$ cat src/hdl/hpx_pkg.sv
// constants and helpers for the hot plug pci-x status and alternate decode block
// What this block does
// - pci-x command word is reserved, reads zero
// - status bits 31:21 reserved, read zero
// - status bit 20 reads 0, simple device
// - status bit 19 reads 0, no unexpected completions
// - status bit 18 reads 0, no split completions
// - status bits 17,16 read 1: 133MHz, 64-bit
// - status bits 15:8 report captured bus number
// - device number 1fh, function number 000b fixed
// - alternate base resets zero, bits 13:12 reserved
// - enable bit 15 claims 256-byte fecx_yz00 window
// - alternate window ignores header memory space enable
// - x,y,z nibbles compare address bits 19:8
// - bit 14 routes interrupt to active-low sci pin
// - working registers also decoded at base registers 10h/14h
package hpx_pkg;

  // ------------------------------------------------------------
  // configuration space byte offsets
  // ------------------------------------------------------------
  localparam logic [7:0] CFG_MEM_BASE_LOW  = 8'h10;  // memory_base_low
  localparam logic [7:0] CFG_MEM_BASE_HIGH = 8'h14;  // memory_base_high
  localparam logic [7:0] CFG_PCIX_CMD      = 8'h66;  // pcix_command_reserved
  localparam logic [7:0] CFG_PCIX_STATUS   = 8'h68;  // pcix_capability_status
  localparam logic [7:0] CFG_ALT_BASE      = 8'h80;  // alternate_window_base

  // ------------------------------------------------------------
  // capability status fixed fields
  // ------------------------------------------------------------
  localparam logic [10:0] STS_RESERVED   = 11'h000;  // bits 31:21
  localparam logic        STS_COMPLEX    = 1'h0;     // bit 20
  localparam logic        STS_UNEXP_SPLT = 1'h0;     // bit 19
  localparam logic        STS_SPLT_DISC  = 1'h0;     // bit 18
  localparam logic        STS_133MHZ     = 1'h1;     // bit 17
  localparam logic        STS_64BIT      = 1'h1;     // bit 16
  localparam logic [4:0]  STS_DEVICE_NUM = 5'h1f;    // bits 7:3
  localparam logic [2:0]  STS_FUNC_NUM   = 3'h0;     // bits 2:0
  localparam logic [15:0] PCIX_CMD_VALUE = 16'h0000; // all reserved

  // ------------------------------------------------------------
  // alternate_window_base layout
  // ------------------------------------------------------------
  localparam int          ALT_EN_BIT      = 15;        // window enable
  localparam int          ALT_ROUTE_BIT   = 14;        // acpi_event_route_enable
  localparam logic [15:0] ALT_WRITE_MASK  = 16'hcfff;  // 13:12 reserved
  localparam logic [15:0] ALT_RESET       = 16'h0000;
  localparam logic [11:0] ALT_PREFIX      = 12'hfec;   // address bits 31:20

  // ------------------------------------------------------------
  // memory base registers
  // ------------------------------------------------------------
  localparam logic [3:0]  MEM_BASE_TYPE_BITS = 4'h4;         // 64-bit, non-prefetchable
  localparam logic [31:0] MEM_BASE_LOW_MASK  = 32'hffffff00; // 256-byte window
  localparam logic [31:0] MEM_BASE_RESET     = 32'h00000000;
  localparam logic [7:0]  BUS_NUM_RESET   = 8'h00;

  // merge write data into a register under byte enables
  function automatic logic [31:0] merge_bytes(input logic [31:0] old_v,
                                              input logic [31:0] new_v,
                                              input logic [3:0]  be);
    logic [31:0] r;
    r = old_v;
    for (int i = 0; i < 4; i++) begin
      if (be[i]) begin
        r[i*8 +: 8] = new_v[i*8 +: 8];
      end
    end
    return r;
  endfunction

endpackage

$ cat src/hdl/hpx_win_decode.sv
// memory window decoder for the alternate and base-register windows
`timescale 1ns/100ps
`default_nettype none
module hpx_win_decode (
  input  wire logic        clock,
  input  wire logic        resetn,
  input  wire logic        mem_req,       // memory cycle address valid
  input  wire logic [63:0] mem_addr,      // memory cycle address
  input  wire logic        mem_space_en,  // header memory space enable
  input  wire logic [15:0] alt_base,      // alternate_window_base value
  input  wire logic [63:0] mem_base,      // memory_base_high:low value
  output logic             win_hit,       // window claimed, one-cycle pulse
  output logic             win_alt,       // claim came from alternate window
  output logic [7:0]       win_offset     // register select inside window
);

  // ------------------------------------------------------------
  // state
  // ------------------------------------------------------------
  typedef struct packed {
    logic       hit;
    logic       alt;
    logic [7:0] off;
  } hpx_dec_t;

  hpx_dec_t s_q;  // registered state
  hpx_dec_t s_d;  // next state
  logic     alt_match;  // alternate window compare
  logic     bar_match;  // base register compare

  // ------------------------------------------------------------
  // compare and register
  // ------------------------------------------------------------
  // alternate window: upper dword zero, fec prefix, x/y/z nibbles
  always_comb begin
    alt_match = alt_base[hpx_pkg::ALT_EN_BIT]
              && (mem_addr[63:32] == 32'h00000000)
              && (mem_addr[31:20] == hpx_pkg::ALT_PREFIX)
              && (mem_addr[19:16] == alt_base[11:8])
              && (mem_addr[15:12] == alt_base[7:4])
              && (mem_addr[11:8]  == alt_base[3:0]);
    bar_match = mem_space_en
              && (mem_addr[63:8] == mem_base[63:8]);
  end

  // next state; the alternate window does not look at mem_space_en
  always_comb begin
    s_d     = s_q;
    s_d.hit = mem_req && (alt_match || bar_match);
    s_d.alt = mem_req && alt_match;
    s_d.off = mem_addr[7:0];
  end

  // synchronous reset
  always_ff @(posedge clock) begin
    if (!resetn) begin
      s_q <= '0;
    end else begin
      s_q <= s_d;
    end
  end

  assign win_hit    = s_q.hit;
  assign win_alt    = s_q.alt;
  assign win_offset = s_q.off;

endmodule
`default_nettype wire

$ cat src/hdl/hpx_cfg_regs.sv
// configuration registers, alternate window decode and interrupt routing
`timescale 1ns/100ps
`default_nettype none
module hpx_cfg_regs (
  input  wire logic        clock,
  input  wire logic        resetn,
  // configuration cycles, dword addressed with byte enables
  input  wire logic        cfg_req,        // config access, one-cycle pulse
  input  wire logic        cfg_write,      // 1 write, 0 read
  input  wire logic [7:0]  cfg_addr,       // byte address, bits 1:0 ignored
  input  wire logic [3:0]  cfg_be,         // byte enables
  input  wire logic [31:0] cfg_wdata,      // write data
  input  wire logic [7:0]  cfg_bus_num,    // bus number of this cycle
  output logic             cfg_ack,        // access done, one-cycle pulse
  output logic [31:0]      cfg_rdata,      // read data, valid with ack
  // memory cycles
  input  wire logic        mem_req,        // memory address valid
  input  wire logic [63:0] mem_addr,       // memory address
  input  wire logic        mem_space_en,   // header memory space enable
  output logic             win_hit,        // claim, one-cycle pulse
  output logic             win_alt,        // claim via alternate window
  output logic [7:0]       win_offset,     // register select
  // controller interrupt routing
  input  wire logic        hp_irq,         // unmasked controller interrupt level
  output logic             int_req,        // normal pin or msi request
  output logic             sci_n           // system control interrupt, active low
);

  // ------------------------------------------------------------
  // state
  // ------------------------------------------------------------
  typedef struct packed {
    logic [15:0] alt_base;   // alternate_window_base
    logic [7:0]  bus_num;    // captured bus number
    logic [31:0] base_low;   // memory_base_low
    logic [31:0] base_high;  // memory_base_high
    logic [31:0] rdata;      // read data
    logic        ack;        // access answer
    logic        irq;        // normal interrupt
    logic        sci_n;      // sci pin
  } hpx_cfg_t;

  hpx_cfg_t    s_q;          // registered state
  hpx_cfg_t    s_d;          // next state
  logic [7:0]  dw_addr;      // dword-aligned address
  logic [31:0] status_word;  // pcix_capability_status value
  logic [31:0] merged;       // write data merged for the hit dword

  // ------------------------------------------------------------
  // read values
  // ------------------------------------------------------------
  always_comb begin
    dw_addr     = {cfg_addr[7:2], 2'b00};
    status_word = {hpx_pkg::STS_RESERVED,
                   hpx_pkg::STS_COMPLEX,
                   hpx_pkg::STS_UNEXP_SPLT,
                   hpx_pkg::STS_SPLT_DISC,
                   hpx_pkg::STS_133MHZ,
                   hpx_pkg::STS_64BIT,
                   s_q.bus_num,
                   hpx_pkg::STS_DEVICE_NUM,
                   hpx_pkg::STS_FUNC_NUM};
  end

  // ------------------------------------------------------------
  // next state
  // ------------------------------------------------------------
  always_comb begin
    s_d    = s_q;
    merged = 32'h00000000;
    s_d.ack = cfg_req;
    // bus number follows each config write seen by this function
    if (cfg_req && cfg_write) begin
      s_d.bus_num = cfg_bus_num;
    end
    if (cfg_req && cfg_write) begin
      case (dw_addr)
        hpx_pkg::CFG_ALT_BASE: begin
          // low half of the dword, reserved bits stay zero
          merged = hpx_pkg::merge_bytes({16'h0000, s_q.alt_base}, cfg_wdata, cfg_be);
          s_d.alt_base = merged[15:0] & hpx_pkg::ALT_WRITE_MASK;
        end
        hpx_pkg::CFG_MEM_BASE_LOW: begin
          merged = hpx_pkg::merge_bytes(s_q.base_low, cfg_wdata, cfg_be);
          s_d.base_low = merged & hpx_pkg::MEM_BASE_LOW_MASK;
        end
        hpx_pkg::CFG_MEM_BASE_HIGH: begin
          s_d.base_high = hpx_pkg::merge_bytes(s_q.base_high, cfg_wdata, cfg_be);
        end
        default: begin
          // read-only or unmapped: write is dropped
          merged = 32'h00000000;
        end
      endcase
    end
    // read mux; unmapped dwords read zero
    s_d.rdata = 32'h00000000;
    if (cfg_req && !cfg_write) begin
      case (dw_addr)
        hpx_pkg::CFG_PCIX_STATUS:   s_d.rdata = status_word;
        hpx_pkg::CFG_ALT_BASE:      s_d.rdata = {16'h0000, s_q.alt_base};
        hpx_pkg::CFG_MEM_BASE_LOW:  s_d.rdata = s_q.base_low | {28'h0000000,
                                                hpx_pkg::MEM_BASE_TYPE_BITS};
        hpx_pkg::CFG_MEM_BASE_HIGH: s_d.rdata = s_q.base_high;
        // command word sits in the upper half of the 64h dword
        {hpx_pkg::CFG_PCIX_CMD[7:2], 2'b00}:
          s_d.rdata = {hpx_pkg::PCIX_CMD_VALUE, 16'h0000};
        default:                    s_d.rdata = 32'h00000000;
      endcase
    end
    // interrupt routing checks the route bit before sending
    s_d.irq   = hp_irq && !s_q.alt_base[hpx_pkg::ALT_ROUTE_BIT];
    s_d.sci_n = !(hp_irq && s_q.alt_base[hpx_pkg::ALT_ROUTE_BIT]);
  end

  // ------------------------------------------------------------
  // registers, synchronous reset
  // ------------------------------------------------------------
  always_ff @(posedge clock) begin
    if (!resetn) begin
      s_q.alt_base  <= hpx_pkg::ALT_RESET;
      s_q.bus_num   <= hpx_pkg::BUS_NUM_RESET;
      s_q.base_low  <= hpx_pkg::MEM_BASE_RESET;
      s_q.base_high <= hpx_pkg::MEM_BASE_RESET;
      s_q.rdata     <= 32'h00000000;
      s_q.ack       <= 1'b0;
      s_q.irq       <= 1'b0;
      s_q.sci_n     <= 1'b1;
    end else begin
      s_q <= s_d;
    end
  end

  // ------------------------------------------------------------
  // window decoder
  // ------------------------------------------------------------
  hpx_win_decode u_dec (
    .clock        (clock),
    .resetn       (resetn),
    .mem_req      (mem_req),
    .mem_addr     (mem_addr),
    .mem_space_en (mem_space_en),
    .alt_base     (s_q.alt_base),
    .mem_base     ({s_q.base_high, s_q.base_low}),
    .win_hit      (win_hit),
    .win_alt      (win_alt),
    .win_offset   (win_offset)
  );

  assign cfg_ack   = s_q.ack;
  assign cfg_rdata = s_q.rdata;
  assign int_req   = s_q.irq;
  assign sci_n     = s_q.sci_n;

endmodule
`default_nettype wire

$ cat config.mk
export PLATFORM = sky130hd
export DESIGN_NAME = hpx_cfg_regs
export DESIGN_NICKNAME = d
export VERILOG_FILES = /design/src/hdl/hpx_pkg.sv /design/src/hdl/hpx_win_decode.sv /design/src/hdl/hpx_cfg_regs.sv
export SDC_FILE = /design/constraint.sdc
export NUM_CORES = 1
export LEC_CHECK = 0
export ABC_AREA = 1
export BUFFER_PORTS_ARGS = -buffer_cell sky130_fd_sc_hd__buf_2
export CAP_MARGIN = 20
export CORE_ASPECT_RATIO = 0.75
export CORE_MARGIN = 8
export CORE_UTILIZATION = 50
export DETAILED_ROUTE_END_ITERATION = 10
export PLACE_DENSITY = 0.77
export REMOVE_ABC_BUFFERS = 1
export SYNTH_ARGS = -nofsm -noshare
export SYNTH_HDL_FRONTEND = slang
export SYNTH_SLANG_ARGS = --single-unit
$ cat constraint.sdc
create_clock -name clock -period 1.9 [get_ports clock]
set_clock_uncertainty 0.15 [all_clocks]
set_input_delay 0.38 -clock clock [delete_from_list [all_inputs] [get_ports clock]]
set_output_delay 0.38 -clock clock [all_outputs]
set_load 0.05 [all_outputs]
[After elaboration in Yosys (flattened, before gate mapping)]
Cells that the tools add are included.
Storage, ports and cells
  bits of input ports: 123
  logic and storage cells: 54
  output and inout port bits: 45
  register bits: 123
Cells by class
  muxes and demuxes: 1
  reduce and logical (&&, ||, !) cells: 27
  equality and inequality tests: 9
Operators by type and width (number)
  $pmux 32 s4: 1
  $eq 56x56->1: 1
  $logic_not 32->1: 1
  $reduce_and 3->1: 9
  $eq 12x12->1 const B: 1
  $eq 4x4->1: 3
  $eq 6x3->1 const B: 2
  $logic_and 1x1->1: 12
  $eq 6x5->1 const B: 1
  $eq 6x6->1 const B: 1
  $logic_not 1->1: 3
  $reduce_and 2->1: 1
  $logic_or 1x1->1: 1

[Logic depth before layout (Yosys ltp)]
  depth after elaboration: 8
  depth in mapped cells: 10
  gate-level depth less buffers: 10

[By module]
Synthesis repeated with hierarchy kept, for this count alone.
Unflattened totals
  cells, all modules: 1081
  area total of the unflattened synthesis: 6791.5 um^2
By module, submodules not included
  hpx_cfg_regs: area each 5097.4 um^2, cells each 713, times used 1
  hpx_win_decode: area each 1694.1 um^2, cells each 368, times used 1

[Least setup slack after synthesis]
No wires, ideal clock.
  path type: in2reg
  from: input cfg_addr[6]
  to: register s_q[88] (netlist bit)
  stages: 7
  buffers on the path: 1
  required time: 1.631 ns
  data arrival time: 1.266 ns
  setup slack: 0.364 ns
  path through: nor2_2 nand3_2 nor2_4 nand2_1 buf_2 o21ai_1 a21oi_1
Between the ends
  longest elaborated chain between the ends: 2
RTL lines
  start: declaration: line hpx_cfg_regs.sv:10  | input wire logic [7:0] cfg_addr,
  $eq 6x3->1: line hpx_cfg_regs.sv:77  | case (dw_addr)
  $reduce_and 3->1 (no source line)
  end: declaration: line hpx_cfg_regs.sv:43  | hpx_cfg_t s_q;
No other way between the ends.
A chain may end at the register's enable or synchronous reset.

[Worst setup path after layout]
  from: input cfg_addr[6]
  to: register s_q[85] (netlist bit)
The elaborated chain is that of the path after synthesis.

==> impl_results.md <==
* Number of synthesized flops with an enable pin at 0
* Fill count at 1047
* FFs w/ async S/R, synth at 0%
* Max-slew violations at 0
* Total congestion overflow at 0
* Final hold vios at 0
* Worst slew pin tran at 0.3404 ns
* Worst Hold Path Cells at 3
* Vias in the first global route at 6157
* Flop-to-flop setup slack at 0.45 ns
* Average via count per standard cell at 5.113
* Yosys reg bits at 123
* Pre-CTS worst setup slack at 0.02509 ns
* Total power at 7.157 mW
* Clock Sinks at 123
* Setup TNS Final at 0 ns
* Clock Tree Root: clkbuf_16
* Final GP Congestion at 0.9425
* Worst reg-to-reg path cell count at 10
* Setup crit end kind: register
* Vias post-DR at 6223
* CTS tree: yes
* Post-synthesis sequential area ratio at 41.48%
* Initial core utilization at 51.30%
* DIE HEIGHT at 110.4 um
* Peak Freq at 651.1 MHz
* Clk slew on worst S/H paths at 0.06 ns
* Slowest CP cell: nor2_4
* Peak supply drop at 0.6781 mV
* Leakage at 3.630 nW
* Final core occ at 66.18%
* CP Cell Sequence: buf_2, nor2_2, nand3_2, nor2_4, nand2_1, buf_4, o21ai_0, a21oi_1
* Drt total wl at 20120 um
* Final period utilization at 80.84%
* Setup ws final at 0.3640 ns
* MaxCap Viol Count at 0
* Worst EP arrival at 1.68 ns
* Crit. path cell count at 8
* Initial antenna violation count at 3
* Startpoint types: input pin
* Area growth from synthesis to layout at 29.00%
* Post-layout net count at 1164
* Row count at 34
* Drc violations at 0
* WS Path Type: in -> reg
* Full die area at 0.01565 mm2
* Initial DRT Pass Iterations at 6
* GRT Util Overall at 26.13%
* Relative slew slack at 77.23%
* Status: finished clean
* Library cells used by synthesis at 27
* Post-Syn Area at 0.005936 mm2
* YS warnings at 0
* Wire per inst at 16.53 um
* Worst endpoint required time at 2.05 ns
* Post-CTS Setup Bufs at 0
* WP buf/inv at 2
* FF-to-FF End: u_dec.win_hit$_SDFF_PN0_
* Number of buffers created by CTS at 17
* HP Class: in -> reg
* First-pass GRT wire length at 31270 um
* Chip Width at 141.8 um
* Worst Path Max Fanout at 9
* Clk buf depth at 2
* Largest stage delay, worst path at 0.30 ns
* Largest delay share family, worst path: simple AND/OR/NAND/NOR gates
* Post-synthesis cell count at 878
* Final antenna-violating net count at 0
* Post-CTS sizing at 0
* Fin crit period at 1.536 ns
* Pin count of the biggest net entering global routing at 32
* Top Ports at 168
* Initial drt markers at 770
* # setup viols final at 0
* Layout cell share with drive strength beyond 1 at 23.15%
* Port Buffers at 165
* RSZ-0062 raised after global routing: no
* Cts hold-fix bufs at 7
* Min-Delay Startpoint: mem_addr[3]
* Syn Area/Cell at 6.760 um2
* Dpl hpwl at 14970 um
* Main synth FF type: dfxtp_1
* Hold Path Sink: u_dec.win_offset[3]$_SDFF_PN0_
* RR Startpoint: s_q[86]$_SDFFE_PN0P_
* Core area at 0.01157 mm2
* H-Tree Depth at 4
* Cell Pwr Density at 934.7 mW/mm2
* Hold_ws at 0.001745 ns
* Clk_lat worst skew at 0.42 ns
-- kinds of logic (layout without fill, tap and decap cells) --
logic type | count (synthesis) | in the layout | share of synthesized area [%]
compound gates | 186 | 186 | 16.69
buf+inv | 183 | 359 | 14.21
other cells | 0 | 1 | 0
flops | 123 | 123 | 41.48
simple gates | 370 | 370 | 25.25
xor+xnor | 16 | 16 | 2.361
-- report_power, final --
group	switching, mW	leakage, nW	internal, mW	total, mW
Clock	1.24	0.347	2.77	4.01
Combinational	0.331	2.29	0.204	0.535
Sequential	0.0102	0.995	2.61	2.62
-- Yosys cell counts (3+ instances only) --
cell type	number	area share, %
dfxtp_1	123	41
inv_1	118	7.5
clkbuf_1	8	0.51
nor2_2	3	0.32
nand2_1	223	14
nand3_1	33	2.8
o21ai_0	54	4.6
o22ai_1	3	0.32
buf_2	17	1.4
buf_4	36	4.6
a22oi_1	22	2.8
o21ai_1	20	1.7
nand4_1	4	0.42
a21oi_1	86	7.3
xnor2_1	12	1.8
nor2_1	99	6.3
xor2_1	4	0.59
-- layout make-up --
type                       count  area, um2  area share [%]
multi-input combinational    572       2630           34.35
clock buffer                  18      439.2           5.735
antenna                        1      2.502         0.03268
inverter                     121      454.2           5.931
sequential                   123       2462           32.16
clock inverter                14      290.3           3.791
timing repair buffer         206       1176           15.36
tap                          162      202.7           2.647
-- worst min-delay path, delay by kind of cell --
family	cells	cell delay, ns
simple gates	1	0.04
buf+inv	2	0.12
-- worst max path at each step --
stage	slack (ns)	from	end
2_1_floorplan	-0.20	cfg_addr[6]	s_q[43]$_SDFFE_PN0P_
3_3_place_gp	0.08	cfg_addr[6]	s_q[93]$_SDFFE_PN0P_
3_5_place_dp	0.03	cfg_addr[6]	s_q[35]$_SDFFE_PN0P_
4_1_cts	0.36	cfg_rdata[29]$_SDFF_PN0_	cfg_rdata[29]
5_1_grt	0.26	cfg_addr[6]	s_q[85]$_SDFFE_PN0P_
6_report	0.36	cfg_addr[6]	s_q[85]$_SDFFE_PN0P_
-- per-layer routing --
layer / track usage, % / vias to the layer above / share of wire (%)
met3: 8.520 / 32 / 12
met2: 41.04 / 348 / 43
met1: 33.94 / 2775 / 43
met5: 0 / - / 0.17
met4: 7.563 / 6 / 1.4
li1: - / 3062 / -
-- registers in the layout (all words and copies together) (netlist names) --
register / count
s_q: 78
sci_n: 1
u_dec.win_hit: 1
int_req: 1
u_dec.win_alt: 1
u_dec.win_offset: 8
cfg_rdata: 32
cfg_ack: 1
-- layout by cell type (no fill, tap or decap), types with 2 or more instances in the layout --
cell type      count
nand2_1          223
buf_2            165
dfxtp_1          123
inv_1            118
nor2_1            99
a21oi_1           86
o21ai_0           54
nand3_1           33
buf_4             32
a22oi_1           22
o21ai_1           20
clkbuf_16         17
xnor2_1           12
bufinv_16          8
dlygate4sd3_1      7
xor2_1             4
nand4_1            4
nor2_2             3
o22ai_1            3
clkinv_4           3
inv_2              2
nand3_2            2
nor2_4             2
clkinvlp_4         2
buf_12             2
-- through the flow --
step,std cells,area [um2]
3_5_place_dp,1177,6855
2_1_floorplan,816,5547
5_1_grt,1216,7655
4_1_cts,1216,7655
6_report,1217,7657
3_3_place_gp,1177,6855
(Power assumes the default switching activity.)
